$ cat config.mk
export PLATFORM = sky130hd
export DESIGN_NAME = icc_interrupt_controller
export DESIGN_NICKNAME = d
export VERILOG_FILES = /design/src/icc_pkg.sv /design/src/icc_res_if.sv /design/src/icc_interrupt_controller.sv /design/src/icc_resolver.sv
export SDC_FILE = /design/constraint.sdc
export NUM_CORES = 1
export LEC_CHECK = 0
export ABC_AREA = 1
export ABC_CLOCK_PERIOD_IN_PS = 5300
export BUFFER_PORTS_ARGS = -buffer_cell sky130_fd_sc_hd__buf_2
export CORE_ASPECT_RATIO = 1.1
export CORE_MARGIN = 3
export CORE_UTILIZATION = 30
export DETAILED_ROUTE_END_ITERATION = 12
export PLACE_DENSITY = 0.51
export SYNTH_ARGS = -nofsm -noshare
export SYNTH_HDL_FRONTEND = slang
export SYNTH_SLANG_ARGS = --single-unit
export TNS_END_PERCENT = 50
$ cat constraint.sdc
create_clock -name CORE_CLK -period 5.3 [get_ports CORE_CLK]
set_input_delay 0.265 -clock CORE_CLK [delete_from_list [all_inputs] [get_ports CORE_CLK]]
set_output_delay 0.265 -clock CORE_CLK [all_outputs]
set_load 0.03 [all_outputs]
$ cat src/icc_pkg.sv
// Purpose: Shared constants and types of the interrupt controller
// Assumes: Eight request levels, byte-wide host data bus
// Notes:   Offsets are values of the ADDR pins of the top module

package icc_pkg;

   // ****************************************
   // Register offsets on ADDR
   // ****************************************
   localparam logic [2:0] ADDR_OP   = 3'h0; // Op words, poll word
   localparam logic [2:0] ADDR_MASK = 3'h1;
   localparam logic [2:0] ADDR_IW1  = 3'h2;
   localparam logic [2:0] ADDR_IW2  = 3'h3;
   localparam logic [2:0] ADDR_IW4  = 3'h4;

   // ****************************************
   // Field positions
   // ****************************************
   localparam int IW1_LEVEL_BIT = 3;   // High selects level trigger
   localparam int IW4_AUTO_END_OF_SERVICE_BIT  = 1;
   localparam int VEC_BASE_LSB  = 3;   // Base bits 7..3 of init word two
   localparam int OW_SEL_BIT    = 3;   // High selects op word three
   localparam int OW2_CMD_LSB   = 5;
   localparam int OW3_RIS_BIT   = 0;
   localparam int OW3_RR_BIT    = 1;
   localparam int OW3_POLL_BIT  = 2;
   localparam int OW3_SMM_BIT   = 5;
   localparam int OW3_ESMM_BIT  = 6;
   localparam int POLL_FLAG_BIT = 7;
   localparam int CTL_CS        = 0;   // Index in synchronised strobes
   localparam int CTL_RD        = 1;
   localparam int CTL_WR        = 2;
   localparam int CTL_ACK       = 3;

   // ****************************************
   // Reset values and spare level
   // ****************************************
   localparam logic [7:0] MASK_RST   = 8'hFF; // Idle until set up
   localparam logic [7:0] IW_RST     = 8'h00;
   localparam logic [2:0] LOWEST_RST = 3'h7;  // Level 0 on top
   localparam logic [2:0] SPUR_LEVEL = 3'h7;  // Vector with no winner

   // ****************************************
   // Op word two commands, bits 7..5
   // ****************************************
   typedef enum logic [2:0] {
      OW2_ROT_AUTO_END_OF_SERVICE_CLR = 3'b000,
      OW2_NS_EOI       = 3'b001,
      OW2_NOP          = 3'b010,
      OW2_SP_EOI       = 3'b011,
      OW2_ROT_AUTO_END_OF_SERVICE_SET = 3'b100,
      OW2_ROT_NS_EOI   = 3'b101,
      OW2_SET_PRIO     = 3'b110,
      OW2_ROT_SP_EOI   = 3'b111
   } icc_cmd_type;

   // ****************************************
   // Acknowledge sequence states
   // ****************************************
   typedef enum logic [1:0] {
      ST_IDLE = 2'b00,
      ST_ACK1 = 2'b01,
      ST_GAP  = 2'b10,
      ST_ACK2 = 2'b11
   } icc_state_type;

endpackage

$ cat src/icc_res_if.sv
// Purpose: Carries one priority question and its answer
// Assumes: Bit n of req stands for level n
// Notes:   Answer is purely combinational

`timescale 1ns/10ps

interface icc_res_if;
   logic [7:0] req;    // Candidate levels
   logic [2:0] lowest; // Level of lowest priority
   logic       valid;  // Any candidate
   logic [2:0] level;  // Candidate of highest priority

   modport ctl (output req, output lowest, input valid, input level);
   modport res (input req, input lowest, output valid, output level);
endinterface

$ cat src/icc_interrupt_controller.sv
// Purpose: Eight-level interrupt controller with single-byte acknowledge
// Assumes: All pins asynchronous to CORE_CLK; strobes held two cycles+
// Notes:   Register map and strobe handling described below

`timescale 1ns/10ps

module icc_interrupt_controller (
   input  wire logic       CORE_CLK,
   input  wire logic       RSTN,
   input  wire logic       CS_N,
   input  wire logic       RD_N,
   input  wire logic       WR_N,
   input  wire logic [2:0] ADDR,
   input  wire logic [7:0] DIN,
   input  wire logic       ACK_STROBE_N,
   input  wire logic [7:0] REQUEST_LINE,
   output logic      [7:0] READ_BUS,
   output logic            READ_BUS_EN,
   output logic            IRQ_OUT
);

   // ****************************************
   // State record
   // ****************************************
   typedef struct packed {
      logic [7:0]            req_s1;
      logic [7:0]            req_s2;
      logic [7:0]            req_p;
      logic [3:0]            ctl_s1;
      logic [3:0]            ctl_s2;
      logic [3:0]            ctl_p;
      logic [2:0]            addr_s1;
      logic [2:0]            addr_s2;
      logic [7:0]            din_s1;
      logic [7:0]            din_s2;
      logic [7:0]            pending_request_bits;
      logic [7:0]            in_service_bits;
      logic [7:0]            imr;
      logic [7:0]            iw1;
      logic [7:0]            iw2;
      logic [7:0]            iw4;
      logic [2:0]            lowest;
      logic                  rot_auto_end_of_service;
      logic                  selective_mask_mode;
      logic                  read_isr;
      logic                  poll_arm;
      icc_pkg::icc_state_type st;
      logic [2:0]            svc_lvl;
      logic                  svc_ok;
      logic [7:0]            dout;
      logic                  dout_en;
      logic                  irq;
   } icc_regs_type;

   icc_regs_type q;
   icc_regs_type d;

   icc_res_if pend_rq ();
   icc_res_if serv_rq ();

   logic [7:0] cand;
   logic       eligible;
   logic       level_mode;
   logic       wr_take;
   logic       rd_take;
   logic       ack_fall;
   logic       ack_rise;

   // ****************************************
   // Helpers
   // ****************************************
   // Rank of a level, 0 is the top
   function automatic logic [2:0] rank(input logic [2:0] lvl,
                                       input logic [2:0] low);
      rank = lvl - low - 3'h1;
   endfunction

   // One-hot of a level
   function automatic logic [7:0] onehot(input logic [2:0] lvl);
      onehot = 8'h01 << lvl;
   endfunction

   // ****************************************
   // Priority resolvers
   // ****************************************
   icc_resolver u_pend (
      .p (pend_rq.res)
   );

   icc_resolver u_serv (
      .p (serv_rq.res)
   );

   // Candidates and eligibility
   always_comb begin
      cand = q.pending_request_bits & ~q.imr;
      if (q.selective_mask_mode) begin
         cand = cand & ~q.in_service_bits;
      end
      pend_rq.req    = cand;
      pend_rq.lowest = q.lowest;
      serv_rq.req    = q.in_service_bits;
      serv_rq.lowest = q.lowest;
      // Outside selective mask, only a level above all served ones counts
      eligible = pend_rq.valid && (q.selective_mask_mode || !serv_rq.valid ||
                 rank(pend_rq.level, q.lowest) <
                 rank(serv_rq.level, q.lowest));
   end

   // Strobe edges; write taken at its end so data is settled
   always_comb begin
      level_mode = q.iw1[icc_pkg::IW1_LEVEL_BIT];
      wr_take  = !q.ctl_p[icc_pkg::CTL_WR] && q.ctl_s2[icc_pkg::CTL_WR] &&
                 !q.ctl_p[icc_pkg::CTL_CS];
      rd_take  = q.ctl_p[icc_pkg::CTL_RD] && !q.ctl_s2[icc_pkg::CTL_RD] &&
                 !q.ctl_s2[icc_pkg::CTL_CS];
      ack_fall = q.ctl_p[icc_pkg::CTL_ACK] && !q.ctl_s2[icc_pkg::CTL_ACK];
      ack_rise = !q.ctl_p[icc_pkg::CTL_ACK] && q.ctl_s2[icc_pkg::CTL_ACK];
   end

   // ****************************************
   // Next state
   // ****************************************
   always_comb begin
      logic [7:0] irr_set;
      logic [7:0] irr_clr;
      logic [7:0] isr_set;
      logic [7:0] isr_clr;
      logic [2:0] cmd_lvl;
      irr_set = 8'h00;
      irr_clr = 8'h00;
      isr_set = 8'h00;
      isr_clr = 8'h00;
      cmd_lvl = q.din_s2[2:0];
      d = q;

      // Two-stage synchronisers, then one stage of history
      d.req_s1  = REQUEST_LINE;
      d.req_s2  = q.req_s1;
      d.req_p   = q.req_s2;
      d.ctl_s1  = {ACK_STROBE_N, WR_N, RD_N, CS_N};
      d.ctl_s2  = q.ctl_s1;
      d.ctl_p   = q.ctl_s2;
      d.addr_s1 = ADDR;
      d.addr_s2 = q.addr_s1;
      d.din_s1  = DIN;
      d.din_s2  = q.din_s1;

      // Acknowledge sequence
      case (q.st)
         icc_pkg::ST_IDLE: begin
            if (ack_fall) begin
               // Winner frozen here; no winner yields the spare vector
               d.svc_lvl = eligible ? pend_rq.level : icc_pkg::SPUR_LEVEL;
               d.svc_ok  = eligible;
               d.st      = icc_pkg::ST_ACK1;
            end
         end
         icc_pkg::ST_ACK1: begin
            if (ack_rise) begin
               if (q.svc_ok) begin
                  isr_set = isr_set | onehot(q.svc_lvl);
                  irr_clr = irr_clr | onehot(q.svc_lvl);
               end
               d.st = icc_pkg::ST_GAP;
            end
         end
         icc_pkg::ST_GAP: begin
            if (ack_fall) begin
               // One byte: base bits over the level number
               d.dout    = {q.iw2[7:icc_pkg::VEC_BASE_LSB], q.svc_lvl};
               d.dout_en = 1'b1;
               d.st      = icc_pkg::ST_ACK2;
            end
         end
         icc_pkg::ST_ACK2: begin
            if (ack_rise) begin
               d.dout_en = 1'b0;
               if (q.iw4[icc_pkg::IW4_AUTO_END_OF_SERVICE_BIT] && serv_rq.valid) begin
                  isr_clr = isr_clr | onehot(serv_rq.level);
                  if (q.rot_auto_end_of_service) begin
                     d.lowest = serv_rq.level;
                  end
               end
               d.st = icc_pkg::ST_IDLE;
            end
         end
         default: begin
            d.st = icc_pkg::ST_IDLE;
         end
      endcase

      // Register writes
      if (wr_take) begin
         case (q.addr_s2)
            icc_pkg::ADDR_OP: begin
               if (q.din_s2[icc_pkg::OW_SEL_BIT]) begin
                  if (q.din_s2[icc_pkg::OW3_ESMM_BIT]) begin
                     d.selective_mask_mode = q.din_s2[icc_pkg::OW3_SMM_BIT];
                  end
                  if (q.din_s2[icc_pkg::OW3_RR_BIT]) begin
                     d.read_isr = q.din_s2[icc_pkg::OW3_RIS_BIT];
                  end
                  d.poll_arm = q.din_s2[icc_pkg::OW3_POLL_BIT];
               end else begin
                  case (q.din_s2[7:icc_pkg::OW2_CMD_LSB])
                     icc_pkg::OW2_NS_EOI: begin
                        if (serv_rq.valid) begin
                           isr_clr = isr_clr | onehot(serv_rq.level);
                        end
                     end
                     icc_pkg::OW2_ROT_NS_EOI: begin
                        if (serv_rq.valid) begin
                           isr_clr  = isr_clr | onehot(serv_rq.level);
                           d.lowest = serv_rq.level;
                        end
                     end
                     icc_pkg::OW2_SP_EOI: begin
                        isr_clr = isr_clr | onehot(cmd_lvl);
                     end
                     icc_pkg::OW2_ROT_SP_EOI: begin
                        isr_clr  = isr_clr | onehot(cmd_lvl);
                        d.lowest = cmd_lvl;
                     end
                     icc_pkg::OW2_SET_PRIO: begin
                        d.lowest = cmd_lvl;
                     end
                     icc_pkg::OW2_ROT_AUTO_END_OF_SERVICE_SET: begin
                        d.rot_auto_end_of_service = 1'b1;
                     end
                     icc_pkg::OW2_ROT_AUTO_END_OF_SERVICE_CLR: begin
                        d.rot_auto_end_of_service = 1'b0;
                     end
                     default: begin
                     end
                  endcase
               end
            end
            icc_pkg::ADDR_MASK: d.imr = q.din_s2;
            icc_pkg::ADDR_IW1:  d.iw1 = q.din_s2;
            icc_pkg::ADDR_IW2:  d.iw2 = q.din_s2;
            icc_pkg::ADDR_IW4:  d.iw4 = q.din_s2;
            default: begin
            end
         endcase
      end

      // Register reads; a poll read claims the winner at the read's fall
      if (rd_take) begin
         d.dout_en = 1'b1;
         case (q.addr_s2)
            icc_pkg::ADDR_OP: begin
               if (q.poll_arm) begin
                  d.poll_arm = 1'b0;
                  d.dout     = {eligible, 4'h0, pend_rq.level};
                  if (eligible) begin
                     isr_set = isr_set | onehot(pend_rq.level);
                     irr_clr = irr_clr | onehot(pend_rq.level);
                  end
               end else begin
                  d.dout = q.read_isr ? q.in_service_bits : q.pending_request_bits;
               end
            end
            icc_pkg::ADDR_MASK: d.dout = q.imr;
            icc_pkg::ADDR_IW1:  d.dout = q.iw1;
            icc_pkg::ADDR_IW2:  d.dout = q.iw2;
            icc_pkg::ADDR_IW4:  d.dout = q.iw4;
            default:            d.dout = 8'h00;
         endcase
      end else if (q.ctl_s2[icc_pkg::CTL_RD] && d.st != icc_pkg::ST_ACK2) begin
         d.dout_en = 1'b0;
      end

      // Pending bits; a new edge beats a claim in the same cycle
      if (level_mode) begin
         if (q.st == icc_pkg::ST_IDLE) begin
            irr_set = q.req_s2;
            irr_clr = irr_clr | ~q.req_s2;
         end
      end else begin
         irr_set = q.req_s2 & ~q.req_p;
      end
      d.pending_request_bits = (q.pending_request_bits & ~irr_clr) | irr_set;
      d.in_service_bits = (q.in_service_bits & ~isr_clr) | isr_set;

      // Request held back while a sequence is running
      d.irq = eligible && (q.st == icc_pkg::ST_IDLE);
   end

   // ****************************************
   // State register
   // ****************************************
   always_ff @(posedge CORE_CLK or negedge RSTN) begin
      if (!RSTN) begin
         q          <= '0;
         q.ctl_s1   <= 4'hF;
         q.ctl_s2   <= 4'hF;
         q.ctl_p    <= 4'hF;
         q.imr      <= icc_pkg::MASK_RST;
         q.iw1      <= icc_pkg::IW_RST;
         q.iw2      <= icc_pkg::IW_RST;
         q.iw4      <= icc_pkg::IW_RST;
         q.lowest   <= icc_pkg::LOWEST_RST;
         q.st       <= icc_pkg::ST_IDLE;
      end else begin
         q <= d;
      end
   end

   // Outputs straight from flops
   assign READ_BUS    = q.dout;
   assign READ_BUS_EN = q.dout_en;
   assign IRQ_OUT     = q.irq;

endmodule

$ cat src/icc_resolver.sv
// Purpose: Finds the highest-priority set bit under a rotating order
// Assumes: Priority runs from lowest+1 (top) round to lowest (bottom)
// Notes:   Pure logic, no state

`timescale 1ns/10ps

module icc_resolver (
   icc_res_if.res p
);

   // ****************************************
   // Scan from bottom to top, last hit wins
   // ****************************************
   always_comb begin
      logic [2:0] lvl;
      lvl     = 3'h0;
      p.valid = 1'b0;
      p.level = 3'h0;
      for (int r = 7; r >= 0; r--) begin
         lvl = p.lowest + 3'(r) + 3'h1; // Wraps after level 7
         if (p.req[lvl]) begin
            p.valid = 1'b1;
            p.level = lvl;
         end
      end
   end

endmodule
# Word level (Yosys, flattened, before mapping)
# Index checks and enable logic that the tools add are counted.
# word_totals
regBits	129
inputBits	25
out_inout_bits	10
elab_cells	247
# op_classes
add_sub_neg	18
order_cmp	9
n_eq_ne	16
shifts	4
n_mux	116
n_bitwise	18
reduce_logical	39
# ops
op	n
$mux 8	23
$mux 3	23
$bmux 1 s3	16
$not 8->8	6
$or 8x8->8	6
$and 8x8->8	5
$mux 1	40
$pmux 8 s5	1
$lt 3x4->1 const B	8
$shl 1x3->8 const A	4
$add 3x1->3 const B	8
$pmux 8 s2	1
$eq 3x3->1 const B	5
$mux 7	2
$add 3x3->3 const B	4
$reduce_and 2->1	6
$reduce_and 4->1	3
$logic_and 1x1->1	10
$eq 3x2->1 const B	3
$mux 9	1
$ne 4x4->1 const B	2
$pmux 2 s4	1
$logic_not 1->1	7
$add 3x2->3 const B	2
20 further kinds	33

# Logic depth before layout (Yosys ltp)
# Gate-level depths: netlist of run 1.
# logic_depth
depth_word	29
mapped_depth	34
depth_no_buf	31

# Modules after synthesis
# A second synthesis of run 1 with hierarchy kept.
# unflattened
cells_unflattened	979
hier_area_um2	7254.5
# modules_own_cells
module	instances	cells_each	area_each_um2	seq_area_each_um2
icc_interrupt_controller	1	685	5898.2	3256.9
icc_resolver	2	147	678.2	0.0

# Least setup slack after synthesis of run 1
# OpenSTA, ideal clock, no wires.
# synth_path
path_kind	flip-flop to flip-flop
from	reg pend_rq.lowest[0] (netlist name)
to	reg q[65] in the netlist's numbering
setup_ns	0.123
t_arrival_ns	4.353
t_required_ns	5.177
slack_ns	0.824
path_stages_with_launch	30
path_buffers	5
synth_period_minus_slack_ns	4.476
path_cell_list	dfstp_2 buf_6 inv_6 buf_8 buf_6 ha_1 buf_4 inv_1 buf_4 o21ai_0 nand2_1 nand2_1 nor2_1 nand2_1 a21oi_2 o21ai_2 nand2_2 ha_1 fa_1 xor2_1 xor2_1 ha_1 a21oi_1 a21oi_1 nand2_1 o21ai_2 a21oi_4 nand2_1 nand2_1 o21ai_1
# synth_rtl
item	line_no	rtl
end, declared	icc_interrupt_controller.sv:55	icc_regs_type q;

==> impl_metrics.ini, run 1 <==
[finish]
final_area_um2 = 8530
drive_above_1_share = 0.168
antenna-diode-count = 0
area_growth_pct = 18.6
fin_util = 0.367
num-nets-final = 996
fill_cells = 2447

[power]
power_density_nw_per_um2 = 590
vdd_drop_max_mv = 0.329
power.leakage_uw = 0.00398

[floorplan]
initial_utilization = 0.310
rows = 58
die_x_um = 154
io-pin-count = 35
dieHeight_um = 168
fp.coreArea_um2 = 23200
die_area_um2 = 25900

[grt]
use_met3 = 0.0237
grt.busiest_layer = met2
antenna_found_initial = 0
grt-ovfl-total = 0
grt_pass1_wl_mm = 32.8
grt.total_usage = 0.159
grt_max_degree = 74
met1_usage = 0.214
grt_pass1_vias = 6065
grtUsageMet2 = 0.261

[timing]
setup_viol = 0
setup-tns-final_ps = 0
holdWs_ps = 344
slew_headroom = 0.536
layout_min_cycle_time_ps = 4800
drv_slew = 0
tightest_slew_ps = 679
rsz0062_at_grt = false
finClkSkew_ps = 6.06
period_share = 0.906
fmax_mhz = 208
finalHoldViolations = 0

[clock_tree]
clk-insertion-delay-late_ps = 420
cts_buffers = 17
path_clk_slew_ps = 60
clock-sinks = 129
cts_tree = built
clockBufferDepth = 2
htreeDepth = 4
root_buffer = clkbuf_16

[worst_setup_path]
r2r_cells = 25
reg2reg_slack_ps = 500
critPathCaptureType = flip-flop
path_class = flip-flop to flip-flop
cp_max_fo = 13
r2r-start = pend_rq.lowest[1]
reg2reg_to = q[65]
cp.required_ps = 5600
cp-start-kind = flip-flop
critical_path_arrival_ps = 5100

[placement]
gp_congestion = 0.914
dp_hpwl_mm = 15.0
place.port_buffers = 34
dpl-instance-area_um2 = 7580

[detailed_routing]
drc_errors = 0
drtAntennaViolNets = 0
firstDrtPassIters = 5
drtIter0Drc = 387
drt-wirelength-per-cell_um = 15.7
routed_wl_mm = 20.0
dr_total_vias = 6216
vias_per_cell = 4.87

[synth]
synth-edff-count = 0
yosysTopAreaCellShare = 0.369
synth_ff_type = dfrtp_1
ys_warn_count = 0
avgSynthCellArea_um2 = 7.95
async_reset_ff_frac = 1.00
synth_area_leader_cell = dfrtp_1
ys_seq_area_frac = 0.453
syn_nets = 938
ys_types = 61
synthTopCellsByArea = dfrtp_1 (37%), nand2_1 (14%), dfstp_2 (8.4%), o21ai_0 (5.1%), nand3_1 (4.4%)
synth_cells = 905
ys_seq_elements = 129
syn_area_um2 = 7190

[hold_path]
worstHoldPathCells = 0
hold_class = flip-flop to flip-flop
hold_path_startpoint = d[72]
hold_end = q[72]

[job]
drv_cap = 0

[run_status]
outcome = finished clean
[how the worst max path moves through the flow]
stage	start	endpoint	slack (ps)	cells past startpoint
6_report	pend_rq.lowest[1]	q[65]	500	25
2_1_floorplan	pend_rq.lowest[0]	q[65]	820	29
3_3_place_gp	pend_rq.lowest[1]	q[65]	470	26
5_1_grt	pend_rq.lowest[1]	q[65]	70	26
3_5_place_dp	pend_rq.lowest[1]	q[65]	400	26
4_1_cts	pend_rq.lowest[1]	q[65]	380	26
[layout make-up]
| class | instances | area, um2 | share of cell area |
|---|---|---|---|
| Sequential cell | 129 | 3260 | 0.382 |
| Multi-Input combinational cell | 652 | 3390 | 0.398 |
| Timing Repair Buffer | 67 | 484 | 0.0568 |
| Inverter | 96 | 377 | 0.0442 |
| Tap cell | 300 | 375 | 0.0440 |
| Clock buffer | 24 | 558 | 0.0654 |
| Clock inverter | 8 | 82.6 | 0.00968 |
[cell usage after synthesis, types with 3 or more instances]
| cell | instances |
|---|---|
| nand2_1 | 272 |
| dfrtp_1 | 106 |
| inv_1 | 80 |
| o21ai_0 | 74 |
| nand3_1 | 63 |
| nor2_1 | 57 |
| a21oi_1 | 33 |
| dfstp_2 | 23 |
| nand2_2 | 16 |
| o21ai_1 | 15 |
| buf_4 | 13 |
| o211ai_1 | 10 |
| inv_2 | 9 |
| nand4_1 | 9 |
| nor2_4 | 8 |
| nand3b_1 | 7 |
| o21ai_2 | 7 |
| ha_1 | 6 |
| nor3_1 | 6 |
| a22o_1 | 5 |
| buf_6 | 5 |
| clkbuf_1 | 5 |
| nand3_2 | 5 |
| nor2_2 | 5 |
| xor2_1 | 5 |
| buf_2 | 4 |
| clkinv_1 | 4 |
| a21boi_1 | 3 |
| a32oi_1 | 3 |
| mux2i_1 | 3 |
| nand2_4 | 3 |
| o221ai_1 | 3 |
[state kept, by name, indices dropped and copies added, names as in the netlist]
| signal | count |
|---|---|
| serv_rq.req | 8 |
| q | 72 |
| READ_BUS | 8 |
| READ_BUS_EN | 1 |
| level_mode | 1 |
| pend_rq.lowest | 3 |
| d | 35 |
| IRQ_OUT | 1 |
[cells in the final DEF, fill, tap and decap left out, types with 3 or more instances in the layout]
cell | netlist | final
a21oi_1 | 33 | 33
nor2_1 | 57 | 57
nand2_2 | 16 | 16
o21ai_1 | 15 | 15
o221ai_1 | 3 | 3
inv_4 | 1 | 3
nand2_4 | 3 | 3
clkinv_1 | 4 | 4
nand3_2 | 5 | 5
nand3_1 | 63 | 63
xor2_1 | 5 | 5
a32oi_1 | 3 | 3
inv_2 | 9 | 9
nand2_1 | 272 | 272
inv_1 | 80 | 79
mux2i_1 | 3 | 3
buf_4 | 13 | 9
dfrtp_1 | 106 | 106
o21ai_0 | 74 | 74
nand3b_1 | 7 | 7
o211ai_1 | 10 | 10
nor2_4 | 8 | 8
dfstp_2 | 23 | 22
nor2_2 | 5 | 5
a21boi_1 | 3 | 3
a22o_1 | 5 | 5
clkinv_4 | 1 | 4
nand4_1 | 9 | 9
clkbuf_16 | 0 | 22
dlygate4sd3_1 | 0 | 24
buf_2 | 4 | 33
nor3_1 | 6 | 6
o21ai_2 | 7 | 7
ha_1 | 6 | 5
[timing repair]
item	in CTS	in global routing
buffers inserted	0	3
hold buffers	24	0
setup endpoints to repair	0	3
hold endpoints to repair	86	0
resized for setup	0	5
[stage by stage]
step / std cells / setup slack (ps) / power, uW
2_1_floorplan: 905 / 824 / 3200
3_3_place_gp: 1217 / 472 / 3740
3_5_place_dp: 1217 / 402 / 3740
4_1_cts: 1273 / 380 / 5020
5_1_grt: 1276 / 71.1 / 5430
6_report: 1276 / 498 / 5030
[routing by layer]
metal | wire length [um] | part of all wire
met4 | 453 | 0.023
met2 | 9680 | 0.48
met1 | 9270 | 0.46
met5 | 0 | 0
met3 | 623 | 0.031
[power by group]
part	leakage [uW]	switching, uW	internal [uW]
sequential	0.00151	179	1160
combinational	0.00215	1660	788
clock	0.000317	452	790
[critical path, cell delays in order, from the launching register on]
cell and delay [ps]:
dfstp_4 710, inv_2 160, ha_4 330, clkinvlp_4 180, buf_4 190, o21ai_2 140
nand2_1 90, nand2_2 120, inv_1 80, nand2_1 80, a21oi_2 50, o21ai_2 160
nand2_2 140, ha_1 220, fa_1 380, xor2_1 160, xor2_1 180, ha_1 310
a21oi_1 140, a21oi_1 80, nand2_1 90, o21ai_2 140, a21oi_4 240, nand2_1 130
nand2_1 90, o21ai_1 70
[cell families (layout without fill, tap and decap cells)]
logic type / after synthesis / count (layout) / share of synthesized area
flops: 129 / 129 / 0.453
buf+inv: 124 / 195 / 0.0807
mux: 3 / 3 / 0.00418
compound gates: 175 / 175 / 0.148
xor+xnor: 10 / 10 / 0.0153
fa+ha+maj: 8 / 8 / 0.0160
simple gates: 456 / 456 / 0.283
Note: power is estimated with default switching activity, not from simulation.
==> inputs of run 2 (changes only) <==
--- a/config.mk
+++ b/config.mk
@@ -6,7 +6,7 @@
 export NUM_CORES = 1
 export LEC_CHECK = 0
 export ABC_AREA = 1
-export ABC_CLOCK_PERIOD_IN_PS = 5300
+export ABC_CLOCK_PERIOD_IN_PS = 5740
 export BUFFER_PORTS_ARGS = -buffer_cell sky130_fd_sc_hd__buf_2
 export CORE_ASPECT_RATIO = 1.1
 export CORE_MARGIN = 3
==> constraint.sdc (replaced) <==
create_clock -name CORE_CLK -period 5.74 [get_ports CORE_CLK]
set_input_delay 0.287 -clock CORE_CLK [delete_from_list [all_inputs] [get_ports CORE_CLK]]
set_output_delay 0.287 -clock CORE_CLK [all_outputs]
set_load 0.03 [all_outputs]
==> run 2 against run 1 <==
Against the previous run: routed wire length is 0.19% higher; sequential share of layout area increased by 0.46 points; die area unchanged; register-to-register slack better by 110 ps; non-clock buffer count decreased by 5; hold slack improved by 3.1 ps; combinational power fell by 8%; power fell by 8.5%; largest cell class unchanged; highest routed layer unchanged.
==> impl_metrics.ini, run 2 (synthesized netlist as in run 1, its figures left out) <==
[detailed_routing]
firstDrtPassIters = 5
dr_total_vias = 6200
drt-wirelength-per-cell_um = 15.8
drc_errors = 0
routed_wl_mm = 20.1
vias_per_cell = 4.88
drtIter0Drc = 478
drtAntennaViolNets = 0

[grt]
grt.total_usage = 0.161
grt_pass1_wl_mm = 33.1
grt_pass1_vias = 6200
grt-ovfl-total = 0
antenna_found_initial = 0
grt_max_degree = 72

[worst_setup_path]
crit_chain = inv_6 > ha_1 > inv_1 > o21ai_0 > nand2_1 > nand2_1 > nor2_1 > nand2_1 > a21oi_2 > o21ai_2 > nand2_2 > ha_1 > fa_1 > xor2_1 > xor2_1 > ha_1 > a21oi_1 > a21oi_1 > nand2_1 > o21ai_2 > a21oi_4 > nand2_1 > nand2_1 > o21ai_1
r2r_cells = 24
path_class = flip-flop to flip-flop
crit_family = adder cells
cp_max_fo = 27
reg2reg_slack_ps = 600
r2r-start = pend_rq.lowest[0]
worst-path-buf-inv = 2
cpMostUsedCell = nand2_1
critPathCaptureType = flip-flop
critical_path_arrival_ps = 5450
cp.required_ps = 6050
slowest_stage = ha_1
reg2reg_to = q[65]
cp-start-kind = flip-flop
slowest_delay_ps = 660

[clock_tree]
path_clk_slew_ps = 60
clock-sinks = 129
cts_tree = built
htreeDepth = 4
clockBufferDepth = 2
cts_buffers = 17
clk-insertion-delay-late_ps = 420
root_buffer = clkbuf_16
cts_resized = 0

[finish]
final_cell_mix = nand2_1 (272), dfrtp_1 (106), inv_1 (80)
largest_register_ffs = 72
drive_above_1_share = 0.163
top_register = q
area_growth_pct = 17.0
fin_util = 0.362
num-nets-final = 991
final_common_cell = nand2_1
antenna-diode-count = 0

[timing]
slew_headroom = 0.324
tightest_slew_ps = 1010
layout_min_cycle_time_ps = 5140
setup_viol = 0
finClkSkew_ps = 7.72
period_share = 0.895
fmax_mhz = 195
finalHoldViolations = 0
drv_slew = 0
setup-tns-final_ps = 0
rsz0062_at_grt = false

[floorplan]
io-pin-count = 35
fp.coreArea_um2 = 23200
initial_utilization = 0.310
rows = 58
die_x_um = 154
die_area_um2 = 25900
dieHeight_um = 168

[power]
p_clk_frac = 0.244
vdd_drop_max_mv = 0.270
pwr-share-seq = 0.268
sw_frac_of_total = 0.464
power.internal_uw = 2470
power_density_nw_per_um2 = 547
switching_power_uw = 2130
power.leakage_uw = 0.00392
power_frac_comb = 0.488

[hold_path]
hold_path_startpoint = d[87]
hold_class = flip-flop to flip-flop
hold_end = q[87]
worstHoldPathCells = 0

[placement]
gp_congestion = 0.921
dp_hpwl_mm = 14.9
place.port_buffers = 34

[run_status]
outcome = finished clean

[job]
drv_cap = 0
run 2: worst max path at each step:
| stage | from | end | cells past startpoint |
|---|---|---|---|
| floorplan | pend_rq.lowest[0] | q[65] | 29 |
| global placement | pend_rq.lowest[0] | q[68] | 26 |
| detailed placement | pend_rq.lowest[0] | q[65] | 24 |
| CTS | pend_rq.lowest[0] | q[65] | 24 |
| global route | pend_rq.lowest[0] | q[65] | 26 |
| finish | pend_rq.lowest[0] | q[65] | 24 |
run 2: area by class of cell:
type | count | area (um2)
Clock buffer | 18 | 429
Timing Repair Buffer | 62 | 447
Clock inverter | 14 | 180
Inverter | 96 | 373
Tap cell | 300 | 375
Fill cell | 2440 | 14800
Sequential cell | 129 | 3260
Multi-Input combinational cell | 652 | 3350
run 2: power by group through the flow:
| stage | combinational (uW) | clock [uW] | sequential, uW |
|---|---|---|---|
| floorplan | 1780 | 0 | 1180 |
| global placement | 2200 | 0 | 1250 |
| detailed placement | 2230 | 0 | 1250 |
| CTS | 2250 | 1140 | 1230 |
| global route | 2570 | 1190 | 1250 |
| finish | 2250 | 1120 | 1230 |
run 2: repair_timing:
action | CTS | global route
hold buffers | 24 | 0
setup buffers | 0 | 0
endpoints found under the hold margin | 80 | 0
run 2: metal layers:
metal	track usage	vias to the layer above	share of wire
met5	0	-	0
met4	0.0595	0	0.025
met3	0.0329	37	0.043
met2	0.265	158	0.48
met1	0.208	2924	0.45
li1	-	3081	-
run 2: stage by stage:
step	std cells	power, uW	hold slack [ps]	setup slack (ps)	area (um2)
CTS	1271	4630	348	634	8420
floorplan	905	2950	-8.59	1260	7190
global route	1271	5010	355	19.6	8420
finish	1271	4600	347	605	8420
global placement	1215	3450	332	789	7570
detailed placement	1215	3470	334	649	7570
==> inputs of run 3 (changes only) <==
--- a/config.mk
+++ b/config.mk
@@ -6,7 +6,7 @@
 export NUM_CORES = 1
 export LEC_CHECK = 0
 export ABC_AREA = 1
-export ABC_CLOCK_PERIOD_IN_PS = 5740
+export ABC_CLOCK_PERIOD_IN_PS = 5580
 export BUFFER_PORTS_ARGS = -buffer_cell sky130_fd_sc_hd__buf_2
 export CORE_ASPECT_RATIO = 1.1
 export CORE_MARGIN = 3
==> constraint.sdc (replaced) <==
create_clock -name CORE_CLK -period 5.58 [get_ports CORE_CLK]
set_input_delay 1.116 -clock CORE_CLK [delete_from_list [all_inputs] [get_ports CORE_CLK]]
set_output_delay 1.116 -clock CORE_CLK [all_outputs]
set_load 0.03 [all_outputs]
==> run 3 against run 2 <==
Against the previous run: count of clock-buffer cells in the layout is the same; register-to-register slack is essentially flat; clock skew shrank 0.88 ps; via count shrank 1.5%; setup slack gained 8.8 ps; critical path type unchanged; critical endpoint is now q[68]; largest power group unchanged.
==> impl_metrics.ini, run 3 (synthesized netlist as in run 1, its figures left out) <==
[finish]
area_growth_pct = 13.1
final_area_um2 = 8130
num-nets-final = 968
drive_above_1_share = 0.168
top_register = q
antenna-diode-count = 0
final_cell_mix = nand2_1 (272), dfrtp_1 (106), inv_1 (80)
largest_register_ffs = 72
fill_cells = 2494
final_common_cell = nand2_1

[timing]
slew_headroom = 0.498
layout_setup_ws_ps = 614
setup-tns-final_ps = 0
setup_viol = 0
tightest_slew_ps = 753
rsz0062_at_grt = false
layout_min_cycle_time_ps = 4970
drv_slew = 0
period_share = 0.890
finalHoldViolations = 0
finClkSkew_ps = 6.84
fmax_mhz = 201

[floorplan]
die_area_um2 = 25900
dieHeight_um = 168
rows = 58
die_x_um = 154
io-pin-count = 35
fp.coreArea_um2 = 23200
initial_utilization = 0.310

[worst_setup_path]
slowest_stage = dfstp_2
critical_path_arrival_ps = 5280
crit_family = simple AND/OR/NAND/NOR gates
path_class = flip-flop to flip-flop
cp.required_ps = 5890
cp-start-kind = flip-flop
cpMostUsedCell = nand2_1
worst-path-buf-inv = 3
critPathCaptureType = flip-flop
slowest_delay_ps = 720
cp_max_fo = 14

[power]
p_clk_frac = 0.228
switching_power_uw = 2200
power.internal_uw = 2430
sw_frac_of_total = 0.474
vdd_drop_max_mv = 0.270
pwr-share-seq = 0.274
power_density_nw_per_um2 = 569
power_frac_comb = 0.497
power.leakage_uw = 0.00380

[detailed_routing]
firstDrtPassIters = 7
met2_wirelength_mm = 9.90
dr_total_vias = 6106
routed_wl_mm = 20.4
highest_layer = met4
wl_met3_um = 620
met1Wirelength_mm = 9.33
drc_errors = 0
drt-wirelength-per-cell_um = 16.3
drtAntennaViolNets = 0
vias_per_cell = 4.89
drtIter0Drc = 421

[placement]
place.port_buffers = 34
gp_congestion = 0.906
dp_worst_setup_slack_ps = 653
dpl-instance-area_um2 = 7570
dp_hpwl_mm = 15.2

[clock_tree]
htreeDepth = 4
clock-sinks = 129
cts_setup_buffers = 0
path_clk_slew_ps = 60
clk-insertion-delay-late_ps = 420
cts_hold_buf = 0
clockBufferDepth = 2
cts_resized = 0
cts_buffers = 17
cts_tree = built
root_buffer = clkbuf_16

[hold_path]
hold_class = flip-flop to flip-flop

[run_status]
outcome = finished clean

[grt]
antenna_found_initial = 0
grt_max_degree = 82
grt_pass1_wl_mm = 33.6
grt-ovfl-total = 0
grt.total_usage = 0.163
grt_pass1_vias = 6083

[job]
drv_cap = 0
-- run 3: cell types whose count changed in the layout (fill, tap and decap cells not counted) --
cell	before	now
dlygate4sd3_1	24	0
bufinv_16	3	1
clkinv_4	3	5
buf_4	4	5
clkinv_2	1	2
inv_8	1	0
-- run 3: power by group through the flow --
stage | combinational, uW | clock (uW) | sequential (uW)
after floorplan | 1830 | 0 | 1210
after global placement | 2280 | 0 | 1280
after global routing | 2630 | 1130 | 1290
after detailed placement | 2290 | 0 | 1280
after CTS | 2300 | 1090 | 1270
final | 2300 | 1060 | 1270
-- run 3: routing by layer --
metal / global-route usage / up-vias
li1: - / 3033
met1: 0.218 / 2915
met2: 0.268 / 126
met3: 0.0267 / 32
met4: 0.0588 / 0
met5: 0 / -
-- run 3: final timing paths --
| kind | endpoint | slack, ps | startpoint | cells past startpoint |
|---|---|---|---|---|
| min | q[89] | 340 | d[89] | 0 |
| min reg2reg | q[89] | 340 | d[89] | 0 |
| max reg2reg | q[68] | 610 | pend_rq.lowest[1] | 26 |
| min in group asynchronous | d[112] | 710 | RSTN | 1 |
| max in group asynchronous | q[30] | 3740 | RSTN | 2 |
| max | q[68] | 610 | pend_rq.lowest[1] | 26 |
-- run 3: through the flow --
step / power [uW] / util / cells / hold WS [ps]
4_1_cts: 4650 / 0.350 / 1248 / 343
2_1_floorplan: 3040 / - / 905 / 331
6_report: 4630 / 0.350 / 1248 / 344
3_5_place_dp: 3570 / 0.326 / 1216 / 335
3_3_place_gp: 3570 / 0.326 / 1216 / 333
5_1_grt: 5050 / 0.350 / 1248 / 347
-- run 3: worst register-to-register path: cells and delay by family (launching register included) --
family | cells | cell delay, ps
fa+ha+maj | 4 | 1210
compound gates | 3 | 360
buf+inv | 3 | 470
simple gates | 13 | 1480
xor+xnor | 3 | 610
flops | 1 | 720
-- run 3: layout make-up --
class,instances,area [um2],area share
inverter,96,373,0.0458
clock inverter,14,131,0.0162
sequential,129,3260,0.400
tap,300,375,0.0461
multi-input combinational,652,3350,0.412
clock buffer,18,429,0.0528
timing repair buffer,39,214,0.0263
